## src/shared/sem_host_defs.svh

```systemverilog
// timing and layout constants for the semaphore host controller
// assumes a 250 MHz system clock
`ifndef SEM_HOST_DEFS_SVH
`define SEM_HOST_DEFS_SVH

// clock period in ns
`define SEM_CLK_NS 4
// least address and rw setup before the select falls, ns
`define SEM_SETUP_NS 10
// least select low time covering the read access, ns
`define SEM_ACCESS_NS 55
// least select high time between two accesses, ns
`define SEM_RECOVER_NS 20
// least times round up to whole cycles
`define SEM_SETUP_CYC ((`SEM_SETUP_NS + `SEM_CLK_NS - 1) / `SEM_CLK_NS)
`define SEM_ACCESS_CYC ((`SEM_ACCESS_NS + `SEM_CLK_NS - 1) / `SEM_CLK_NS)
`define SEM_RECOVER_CYC ((`SEM_RECOVER_NS + `SEM_CLK_NS - 1) / `SEM_CLK_NS)
// flops in the data input synchroniser
`define SEM_SYNC_STAGES 2
// number of flags and width of their index
`define SEM_FLAG_COUNT 8
`define SEM_INDEX_W 3
`define SEM_DATA_W 8
// reads of a contested flag before the request is withdrawn
`define SEM_MAX_POLLS 4
// flag values: low means owned by this side
`define SEM_FLAG_TAKE 1'h0
`define SEM_FLAG_FREE 1'h1

`endif

```

## src/shared/sem_host_pkg.sv

```systemverilog
// types shared by the semaphore host controller
// assumes sem_host_defs.svh for the widths
`include "sem_host_defs.svh"

package sem_host_pkg;

  typedef enum logic [1:0] {
    OP_INIT = 2'h0,
    OP_ACQUIRE = 2'h1,
    OP_RELEASE = 2'h2,
    OP_READ = 2'h3
  } sem_op_t;

  typedef struct packed {
    sem_op_t op;
    logic [`SEM_INDEX_W-1:0] index;
  } sem_cmd_t;

  typedef struct packed {
    logic granted;
    logic flag;
  } sem_result_t;

endpackage

```

## src/verilog/sem_host_ctrl.sv

```systemverilog
// one side's controller for the eight semaphore flags of a dual-port ram
// assumes the device pins are asynchronous; data pins are synchronised
// How it works
// RULE1: device holds eight independent flags
// RULE2: access by select low, oe and rw
// RULE3: flag index on three low address bits
// RULE4: only data bit zero is written
// RULE5: zero into free flag grants writer
// RULE6: owned flag ignores other side writes
// RULE7: owner writing one frees the flag
// RULE8: losing zero waits in request latch
// RULE9: release hands token to waiting side
// RULE10: new owner keeps flag until writing one
// RULE11: first zero request wins the token
// RULE12: pending request reads back one
// RULE13: read replicates flag on all bits
// RULE14: read value latched while select and oe
// RULE15: drop select and oe between reads
// RULE16: acquire by write zero then read
// RULE17: failed request: keep reading or withdraw
// RULE18: simultaneous semaphore accesses never ambiguous
// RULE19: flags block no resource
// RULE20: simultaneous equal requests grant one side
// RULE21: write one to every flag at start
// RULE22: stray one leaves flag unchanged
`include "sem_host_defs.svh"
`timescale 1ns/1ps
`default_nettype none

module sem_host_ctrl #(
  parameter int ADDR_W = 12,
  parameter int SETUP_CYC = `SEM_SETUP_CYC,
  parameter int ACCESS_CYC = `SEM_ACCESS_CYC,
  parameter int RECOVER_CYC = `SEM_RECOVER_CYC,
  parameter int MAX_POLLS = `SEM_MAX_POLLS
) (
  // clock and reset
  input wire logic sys_clk,
  input wire logic reset_n,
  // command port
  input wire logic cmd_valid,
  input wire sem_host_pkg::sem_cmd_t cmd,
  output logic cmd_ready,
  output logic done,
  output sem_host_pkg::sem_result_t result,
  // device pins
  output logic semaphore_select_n,
  output logic oe_n,
  output logic rw_n,
  output logic [ADDR_W-1:0] addr,
  output logic [`SEM_DATA_W-1:0] data_out,
  output logic data_oe_n,
  input wire logic [`SEM_DATA_W-1:0] data_in
);

  localparam int STROBE_CYC = ACCESS_CYC + `SEM_SYNC_STAGES + 1;

  generate
    if (ADDR_W < `SEM_INDEX_W || SETUP_CYC < 1 || ACCESS_CYC < 1 ||
        RECOVER_CYC < 1 || MAX_POLLS < 1 || STROBE_CYC > 255 ||
        SETUP_CYC > 255 || RECOVER_CYC > 255 || MAX_POLLS > 255)
    begin : g_bad
      $error("sem_host_ctrl parameters out of range");
    end
  endgenerate

  typedef enum logic [4:0] {
    ST_IDLE = 5'b00001,
    ST_SETUP = 5'b00010,
    ST_STROBE = 5'b00100,
    ST_RECOVER = 5'b01000,
    ST_FINISH = 5'b10000
  } state_t;

  // reading a flag: all bits carry the same value, bit zero is used
  function automatic logic flag_of(input logic [`SEM_DATA_W-1:0] d);
    flag_of = d[0]; // RULE13
  endfunction

  state_t state_reg;
  sem_host_pkg::sem_op_t op_reg;
  logic [`SEM_INDEX_W-1:0] index_reg;
  logic write_reg;
  logic wval_reg;
  logic withdraw_reg;
  logic [7:0] timer_reg;
  logic [7:0] polls_reg;
  logic flag_reg;
  logic granted_reg;
  logic done_reg;
  logic ready_reg;
  logic sel_n_reg;
  logic oe_n_reg;
  logic rw_n_reg;
  logic data_oe_n_reg;
  logic [ADDR_W-1:0] addr_reg;
  logic [`SEM_DATA_W-1:0] dout_reg;
  logic [`SEM_DATA_W-1:0] din_sync;
  logic timer_zero;
  logic sample_flag;

  sem_in_sync #(
    .WIDTH(`SEM_DATA_W),
    .STAGES(`SEM_SYNC_STAGES)
  ) u_sync (
    .sys_clk(sys_clk),
    .reset_n(reset_n),
    .async_in(data_in),
    .sync_out(din_sync)
  );

  assign timer_zero = (timer_reg == 8'h00);
  assign sample_flag = flag_of(din_sync);

  // sequencer: one access is setup, strobe, recover
  always_ff @(posedge sys_clk or negedge reset_n) begin
    if (!reset_n) begin
      state_reg <= ST_IDLE;
      op_reg <= sem_host_pkg::OP_READ;
      index_reg <= '0;
      write_reg <= 1'b0;
      wval_reg <= `SEM_FLAG_FREE;
      withdraw_reg <= 1'b0;
      timer_reg <= 8'h00;
      polls_reg <= 8'h00;
    end else begin
      case (state_reg)
        ST_IDLE: begin
          if (cmd_valid && ready_reg) begin
            op_reg <= cmd.op;
            withdraw_reg <= 1'b0;
            polls_reg <= 8'h00;
            timer_reg <= 8'(SETUP_CYC - 1);
            state_reg <= ST_SETUP;
            case (cmd.op)
              sem_host_pkg::OP_INIT: begin
                index_reg <= '0; // RULE21
                write_reg <= 1'b1;
                wval_reg <= `SEM_FLAG_FREE;
              end
              sem_host_pkg::OP_ACQUIRE: begin
                index_reg <= cmd.index;
                write_reg <= 1'b1; // RULE16
                wval_reg <= `SEM_FLAG_TAKE;
              end
              sem_host_pkg::OP_RELEASE: begin
                index_reg <= cmd.index;
                write_reg <= 1'b1;
                wval_reg <= `SEM_FLAG_FREE;
              end
              default: begin
                index_reg <= cmd.index;
                write_reg <= 1'b0;
                wval_reg <= `SEM_FLAG_FREE;
              end
            endcase
          end
        end
        ST_SETUP: begin
          if (timer_zero) begin
            timer_reg <= 8'(STROBE_CYC - 1);
            state_reg <= ST_STROBE;
          end else begin
            timer_reg <= timer_reg - 8'h01;
          end
        end
        ST_STROBE: begin
          if (timer_zero) begin
            timer_reg <= 8'(RECOVER_CYC - 1); // RULE15
            state_reg <= ST_RECOVER;
          end else begin
            timer_reg <= timer_reg - 8'h01;
          end
        end
        ST_RECOVER: begin
          if (!timer_zero) begin
            timer_reg <= timer_reg - 8'h01;
          end else begin
            timer_reg <= 8'(SETUP_CYC - 1);
            state_reg <= ST_FINISH;
            case (op_reg)
              sem_host_pkg::OP_INIT: begin
                if (index_reg != `SEM_INDEX_W'(`SEM_FLAG_COUNT - 1)) begin
                  index_reg <= index_reg + `SEM_INDEX_W'(1); // RULE21
                  state_reg <= ST_SETUP;
                end
              end
              sem_host_pkg::OP_ACQUIRE: begin
                if (write_reg && !withdraw_reg) begin
                  write_reg <= 1'b0; // RULE16
                  state_reg <= ST_SETUP;
                end else if (!write_reg && flag_reg != `SEM_FLAG_TAKE) begin
                  state_reg <= ST_SETUP;
                  if (polls_reg == 8'(MAX_POLLS - 1)) begin
                    write_reg <= 1'b1; // RULE17
                    wval_reg <= `SEM_FLAG_FREE;
                    withdraw_reg <= 1'b1;
                  end else begin
                    polls_reg <= polls_reg + 8'h01; // RULE17
                  end
                end
              end
              default: begin
              end
            endcase
          end
        end
        ST_FINISH: begin
          state_reg <= ST_IDLE;
        end
        default: begin
          state_reg <= ST_IDLE;
        end
      endcase
    end
  end

  // device pins, one cycle behind the sequencer
  always_ff @(posedge sys_clk or negedge reset_n) begin
    if (!reset_n) begin
      sel_n_reg <= 1'b1;
      oe_n_reg <= 1'b1;
      rw_n_reg <= 1'b1;
      data_oe_n_reg <= 1'b1;
      addr_reg <= '0;
      dout_reg <= '0;
    end else begin
      sel_n_reg <= (state_reg != ST_STROBE); // RULE2
      oe_n_reg <= !(state_reg == ST_STROBE && !write_reg); // RULE15
      rw_n_reg <= !(write_reg && (state_reg == ST_SETUP ||
        state_reg == ST_STROBE || state_reg == ST_RECOVER));
      data_oe_n_reg <= !(write_reg && (state_reg == ST_SETUP ||
        state_reg == ST_STROBE || state_reg == ST_RECOVER));
      addr_reg <= ADDR_W'(index_reg); // RULE3
      dout_reg <= {`SEM_DATA_W{wval_reg}}; // RULE4
    end
  end

  // results and handshake
  always_ff @(posedge sys_clk or negedge reset_n) begin
    if (!reset_n) begin
      flag_reg <= `SEM_FLAG_FREE;
      granted_reg <= 1'b0;
      done_reg <= 1'b0;
      ready_reg <= 1'b1;
    end else begin
      if (state_reg == ST_STROBE && timer_zero && !write_reg) begin
        flag_reg <= sample_flag; // RULE14
      end
      if (state_reg == ST_IDLE && cmd_valid && ready_reg) begin
        ready_reg <= 1'b0;
        granted_reg <= 1'b0;
      end else if (state_reg == ST_FINISH) begin
        ready_reg <= 1'b1;
      end
      if (state_reg == ST_RECOVER && timer_zero && !write_reg &&
          op_reg == sem_host_pkg::OP_ACQUIRE) begin
        granted_reg <= (flag_reg == `SEM_FLAG_TAKE); // RULE16
      end
      done_reg <= (state_reg == ST_FINISH);
    end
  end

  assign cmd_ready = ready_reg;
  assign done = done_reg;
  assign result = '{granted: granted_reg, flag: flag_reg};
  assign semaphore_select_n = sel_n_reg;
  assign oe_n = oe_n_reg;
  assign rw_n = rw_n_reg;
  assign addr = addr_reg;
  assign data_out = dout_reg;
  assign data_oe_n = data_oe_n_reg;

endmodule

`default_nettype wire

```

## src/verilog/sem_in_sync.sv

```systemverilog
// multi-bit two-flop synchroniser for the flag data pins
// assumes the pins change only while no sample is taken from them
`timescale 1ns/1ps
`default_nettype none

module sem_in_sync #(
  parameter int WIDTH = 8,
  parameter int STAGES = 2
) (
  // clock and reset
  input wire logic sys_clk,
  input wire logic reset_n,
  // asynchronous input and its synchronised copy
  input wire logic [WIDTH-1:0] async_in,
  output logic [WIDTH-1:0] sync_out
);

  logic [WIDTH-1:0] stage_reg [STAGES];

  generate
    if (STAGES < 2) begin : g_bad
      $error("sem_in_sync needs at least two stages");
    end
  endgenerate

  always_ff @(posedge sys_clk or negedge reset_n) begin
    if (!reset_n) begin
      for (int i = 0; i < STAGES; i++) begin
        stage_reg[i] <= '0;
      end
    end else begin
      stage_reg[0] <= async_in;
      for (int i = 1; i < STAGES; i++) begin
        stage_reg[i] <= stage_reg[i-1];
      end
    end
  end

  assign sync_out = stage_reg[STAGES-1];

endmodule

`default_nettype wire
```

## config.mk

```make
export PLATFORM = sky130hd
export DESIGN_NAME = sem_host_ctrl
export DESIGN_NICKNAME = d
export VERILOG_FILES = /design/src/shared/sem_host_pkg.sv /design/src/verilog/sem_host_ctrl.sv /design/src/verilog/sem_in_sync.sv
export VERILOG_INCLUDE_DIRS = /design/src /design/src/shared
export SDC_FILE = /design/constraint.sdc
export NUM_CORES = 1
export LEC_CHECK = 0
export BUFFER_PORTS_ARGS = -buffer_cell sky130_fd_sc_hd__buf_2
export CAP_MARGIN = 20
export CORE_MARGIN = 2
export CORE_UTILIZATION = 45
export DETAILED_ROUTE_END_ITERATION = 8
export HOLD_SLACK_MARGIN = 0.03
export PLACE_DENSITY_LB_ADDON = 0.2
export SYNTH_ARGS = -nofsm -noshare
export SYNTH_HDL_FRONTEND = slang
export SYNTH_SLANG_ARGS = --single-unit
```

## constraint.sdc

```tcl
create_clock -name sys_clk -period 5.8 [get_ports sys_clk]
set_clock_uncertainty 0.1 [all_clocks]
set_input_delay 1.16 -clock sys_clk [delete_from_list [all_inputs] [get_ports sys_clk]]
set_output_delay 1.16 -clock sys_clk [all_outputs]
set_load 0.05 [all_outputs]
```

# After elaboration in Yosys (flattened, before gate mapping)
# Cells that the tools add are included.
# Widths: inputs -> output; s select.
[totals]
ff_bits = 42
elab_cells = 127
[classes]
reduce_logical = 33
muxes = 47
n_eq_ne = 24
add_sub_neg = 3
bitwise = 1
[op_table]
columns = ["cell", "count"]
rows = [
  ["$mux 8", 10],
  ["$mux 5", 7],
  ["$pmux 8 s4", 1],
  ["$pmux 5 s4", 1],
  ["$ne 2x2->1 const B", 9],
  ["$mux 1", 17],
  ["$pmux 8 s2", 1],
  ["$mux 3", 5],
  ["$reduce_and 7->1", 2],
  ["$logic_and 1x1->1", 12],
  ["$pmux 5 s2", 1],
  ["$ne 3x3->1 const B", 3],
  ["$add 8x1->8 const B", 1],
  ["$eq 8x2->1 const B", 1],
  ["$logic_not 8->1", 1],
  ["$sub 8x1->8 const B", 1],
  ["$pmux 1 s2", 3],
  ["$pmux 3 s2", 1],
  ["$reduce_and 6->1", 1],
  ["$reduce_bool 2->1", 3],
  ["$eq 5x1->1 const B", 1],
  ["$eq 5x2->1 const B", 1],
  ["$eq 5x3->1 const B", 1],
  ["$eq 5x4->1 const B", 1],
  ["15 further kinds", 23],
]

# Depth between registers and ports, before layout
[logic_depth]
ltp_word = 7
mapped_depth = 8

# Modules after synthesis
# A second synthesis with hierarchy kept.
[unflattened]
hier_cells = 258
area_unflattened_um2 = 2862.7
[modules_own_cells]
columns = ["module", "cells_per_inst", "area_per_inst_um2", "instances"]
rows = [
  ["sem_host_ctrl", 234, 2402.3, 1],
  ["sem_in_sync", 24, 460.4, 1],
]

# Worst setup path after synthesis
# OpenSTA, ideal clock, no wires.
[synth_timing]
kind = "input to register"
startpoint = "input port cmd_valid"
endpoint = "register polls_reg[6]"
cell_stages = 5
arrival_time_ps = 2270
setup_ps = 79
required_ps = 5621
path_slack_ps = 3350
n_path_buf = 1
path_cell_list = "nand2_1 -> a221o_1 -> buf_2 -> nor4_2 -> mux2i_1"
[synth_between]
elab_chain_len = 3
[synth_lines]
columns = ["element", "line_no", "source"]
rows = [
  ["start, declared", "sem_host_ctrl.sv:41", "input wire logic cmd_valid,"],
  ["$logic_and 1x1->1", "sem_host_ctrl.sv:129", "if (cmd_valid && ready_reg) begin"],
  ["$ne 2x2->1 (no line)", "-", ""],
  ["$reduce_and 7->1 (no line)", "-", ""],
  ["end signal, assigned", "sem_host_ctrl.sv:199", "polls_reg <= polls_reg + 8'h01;"],
  ["end, declared", "sem_host_ctrl.sv:87", "logic [7:0] polls_reg;"],
]
# No other way between the ends.
# A chain may end at the register's enable or synchronous reset.

# Worst setup path after layout
[layout_timing]
startpoint = "register timer_reg[0]"
endpoint = "register polls_reg[3]"
[layout_between]
elab_chain_len = 3
[layout_lines]
columns = ["element", "line_no", "source"]
rows = [
  ["start, declared", "sem_host_ctrl.sv:86", "logic [7:0] timer_reg;"],
  ["start signal, assigned", "sem_host_ctrl.sv:133", "timer_reg <= 8'(SETUP_CYC - 1);"],
  ["start signal, assigned", "sem_host_ctrl.sv:161", "timer_reg <= 8'(STROBE_CYC - 1);"],
  ["start signal, assigned", "sem_host_ctrl.sv:164", "timer_reg <= timer_reg - 8'h01;"],
  ["$logic_not 8->1", "sem_host_ctrl.sv:112", "assign timer_zero = (timer_reg == 8'h00);"],
  ["$ne 2x2->1 (no line)", "-", ""],
  ["$reduce_and 7->1 (no line)", "-", ""],
]
# No other way between the ends.

==> results.sh <==
export IMPL_hold_ws_ns=0.262
export IMPL_die_h_um=75.3
export IMPL_ys_types=51
export IMPL_clk_pin_slew_ns=0.08
export IMPL_cp_start_kind="register"
export IMPL_routed_via_density=5.23
export IMPL_area_delta_synth_final_pct=8.11
export IMPL_finalHoldViolCount=0
export IMPL_dieArea_um2=5660
export IMPL_postLayoutCoreUtil_pct=51.3
export IMPL_power_leakage_nw=1.06
export IMPL_yosys_warnings=0
export IMPL_setup_viol=0
export IMPL_min_path_type="register to register"
export IMPL_async_flop_share_pct=100
export IMPL_antenna_diode_count=0
export IMPL_worst_slew_pin_slew_ns=0.901
export IMPL_wl_per_cell_um=13.6
export IMPL_ys_seq_area_share_pct=46.5
export IMPL_cts_tree="done"
export IMPL_yosysTopAreaCellShare_pct=36.1
export IMPL_maxCapViolations=0
export IMPL_p_comb_share_pct=43.3
export IMPL_grt_max_degree=43
export IMPL_synthCells=233
export IMPL_numCtsBuffers=5
export IMPL_drive_gt1_share_pct=21.5
export IMPL_drtPass1Iterations=4
export IMPL_synth_top_area_cell="dfrtp_1"
export IMPL_status="finished clean"
export IMPL_drc=0
export IMPL_synth_seq_cells=42
export IMPL_critPathArrivalTime_ns=3.00
export IMPL_pwr_share_clk_pct=18.5
export IMPL_ir_drop_mv=0.281
export IMPL_worst_endpoint_required_ns=5.93
export IMPL_max_freq_mhz=347
export IMPL_hold_depth=0
export IMPL_initial_core_util_pct=47.4
export IMPL_drtIter0Drc=96
export IMPL_p_seq_share_pct=38.2
export IMPL_clock_sinks=42
export IMPL_port_buffer_count=27
export IMPL_synth_area_leaders="dfrtp_1 36%, dfstp_2 10%, buf_4 6.2%"
export IMPL_clockBufferDepth=2
export IMPL_p_int_mw=0.674
export IMPL_grt_overflow_total=0
export IMPL_htreeDepth=2
export IMPL_drv_slew=0
export IMPL_setup_tns_ns=0
export IMPL_nets=271
export IMPL_clk_latency_ns=0.29
export IMPL_num_vias=1662
export IMPL_power_density_nw_per_um2=501
export IMPL_rsz0062_at_grt="no"
export IMPL_timing_slew_headroom_pct=39.9
export IMPL_holdBufCountCts=0
export IMPL_finalCritPeriodShare_pct=49.6
export IMPL_reg2reg_slack_ns=2.92
export IMPL_cts_resized=0
export IMPL_grt_usage_pct=17.0
export IMPL_rr_worst_depth=7
export IMPL_antenna_found_initial=0
export IMPL_cts_root_buf="clkbuf_8"
export IMPL_die_w_um=75.3
export IMPL_min_to="u_sync.sync_out[0]$_DFF_PN0_"
export IMPL_gp_congestion=0.759
export IMPL_hold_start="u_sync.stage_reg[8]$_DFF_PN0_"
export IMPL_syn_area_per_cell_um2=9.81
export IMPL_layout_min_cycle_time_ns=2.88
export IMPL_grt_pass1_wl_um=7180
export IMPL_r2r_end="polls_reg[3]$_DFFE_PN0P_"
export IMPL_dp_hpwl_um=3050
export IMPL_end_kind="register"
export IMPL_ios=44
export IMPL_switchingPower_mw=0.564
export IMPL_rows=25
export IMPL_cp_max_fo=16
export IMPL_grt_pass1_vias=1511
export IMPL_wirelength_um=4310
export IMPL_ys_flop_type="dfrtp_1"
export IMPL_swShare_pct=45.6
export IMPL_drtAntennaViolNets=0
export IMPL_worstSetupPathType="register to register"
export IMPL_synth_edf_count=0
export IMPL_cts_setup_buffers=0
export IMPL_synth_cell_area_um2=2280
export IMPL_r2r_start="timer_reg[0]$_DFFE_PN0P_"
export IMPL_core_um2=4820
[layout make-up]
type,count,area (µm²)
Clock buffer,5,68.8
Timing Repair Buffer,28,143
Clock inverter,3,40.0
Multi-Input combinational cell,165,1040
Tap cell,67,83.8
Fill cell,490,2350
Inverter,8,30.0
Sequential cell,42,1060
[how the worst max path moves through the flow]
stage / startpoint / to / slack (ns) / cells after the start
after global routing: timer_reg[0]$_DFFE_PN0P_ / polls_reg[4]$_DFFE_PN0P_ / 2.75 / 7
after detailed placement: timer_reg[0]$_DFFE_PN0P_ / polls_reg[3]$_DFFE_PN0P_ / 2.93 / 7
after floorplan: cmd_valid / polls_reg[6]$_DFFE_PN0P_ / 3.35 / 5
after global placement: cmd_valid / wval_reg$_DFFE_PN1P_ / 2.93 / 5
after CTS: timer_reg[0]$_DFFE_PN0P_ / polls_reg[3]$_DFFE_PN0P_ / 2.89 / 7
final: timer_reg[0]$_DFFE_PN0P_ / polls_reg[3]$_DFFE_PN0P_ / 2.92 / 7
[power groups by stage]
stage	clock network, mW	logic [mW]	registers [mW]
after floorplan	0	0.412	0.520
after global placement	0	0.530	0.476
after detailed placement	0	0.538	0.480
after CTS	0.234	0.541	0.473
after global routing	0.247	0.591	0.487
final	0.229	0.537	0.472
[worst max-delay path, stage by stage (launching register included)]
cell	delay, ns
dfrtp_1	0.42
inv_1	0.13
ha_1	0.17
nor4b_4	0.34
nand2_1	0.32
a221o_1	0.61
or4_1	0.57
a21oi_1	0.15
[synth_stat cells (3+ instances only)]
cell type  number
dfrtp_1        33
xnor2_1         5
mux2i_1         4
or4_1           4
o31ai_1         4
dfstp_2         9
nand3_1         7
buf_4          19
nor4_1          4
nand2b_1        6
ha_1            5
o21ai_0         8
nor2_1         21
a31oi_1         4
nor3b_1         3
clkbuf_1        3
nand2_1        27
inv_1           8
buf_2           3
nor3_1          7
a21oi_1        12
[through the flow]
| stage | worst slack [ns] | instance area (µm²) | std cells | total power, mW |
|---|---|---|---|---|
| 2_1_floorplan | 3.35 | 2310 | 241 | 0.931 |
| 3_3_place_gp | 2.93 | 2350 | 309 | 1.01 |
| 3_5_place_dp | 2.93 | 2360 | 310 | 1.02 |
| 4_1_cts | 2.89 | 2470 | 318 | 1.25 |
| 5_1_grt | 2.75 | 2470 | 318 | 1.32 |
| 6_report | 2.92 | 2470 | 318 | 1.24 |
[layer usage]
metal | global-route usage, % | vias up | part of all wire (%)
li1 | - | 835 | -
met1 | 23.9 | 783 | 50
met2 | 26.0 | 37 | 45
met3 | 3.61 | 7 | 4.0
met4 | 6.43 | 0 | 1.6
met5 | 0 | - | 0
[placed cells by master, fill, tap and decap left out, types with 2 or more instances in the layout]
| cell type | instances |
|---|---|
| dfrtp_1 | 33 |
| nand2_1 | 27 |
| buf_2 | 27 |
| nor2_1 | 21 |
| a21oi_1 | 12 |
| conb_1 | 9 |
| dfstp_2 | 9 |
| inv_1 | 8 |
| o21ai_0 | 8 |
| nor3_1 | 7 |
| nand3_1 | 7 |
| nand2b_1 | 6 |
| xnor2_1 | 5 |
| ha_1 | 5 |
| clkbuf_8 | 5 |
| nor4_1 | 4 |
| o31ai_1 | 4 |
| or4_1 | 4 |
| a31oi_1 | 4 |
| mux2i_1 | 4 |
| nor3b_1 | 3 |
| nor2b_1 | 2 |
| or3_4 | 2 |
| xor2_1 | 2 |
| nand3b_1 | 2 |
| o211ai_1 | 2 |
| o21a_1 | 2 |
| nand4_1 | 2 |
| clkinv_2 | 2 |
[cells by family after synthesis]
kind of cell / share of synthesized area (%)
compound gates: 14.1
other cells: 0.164
xor+xnor: 2.68
flops: 46.5
fa+ha+maj: 2.74
simple gates: 22.3
buf+inv: 9.20
mux: 2.25
No activity file was read; power rests on OpenSTA's default activity.
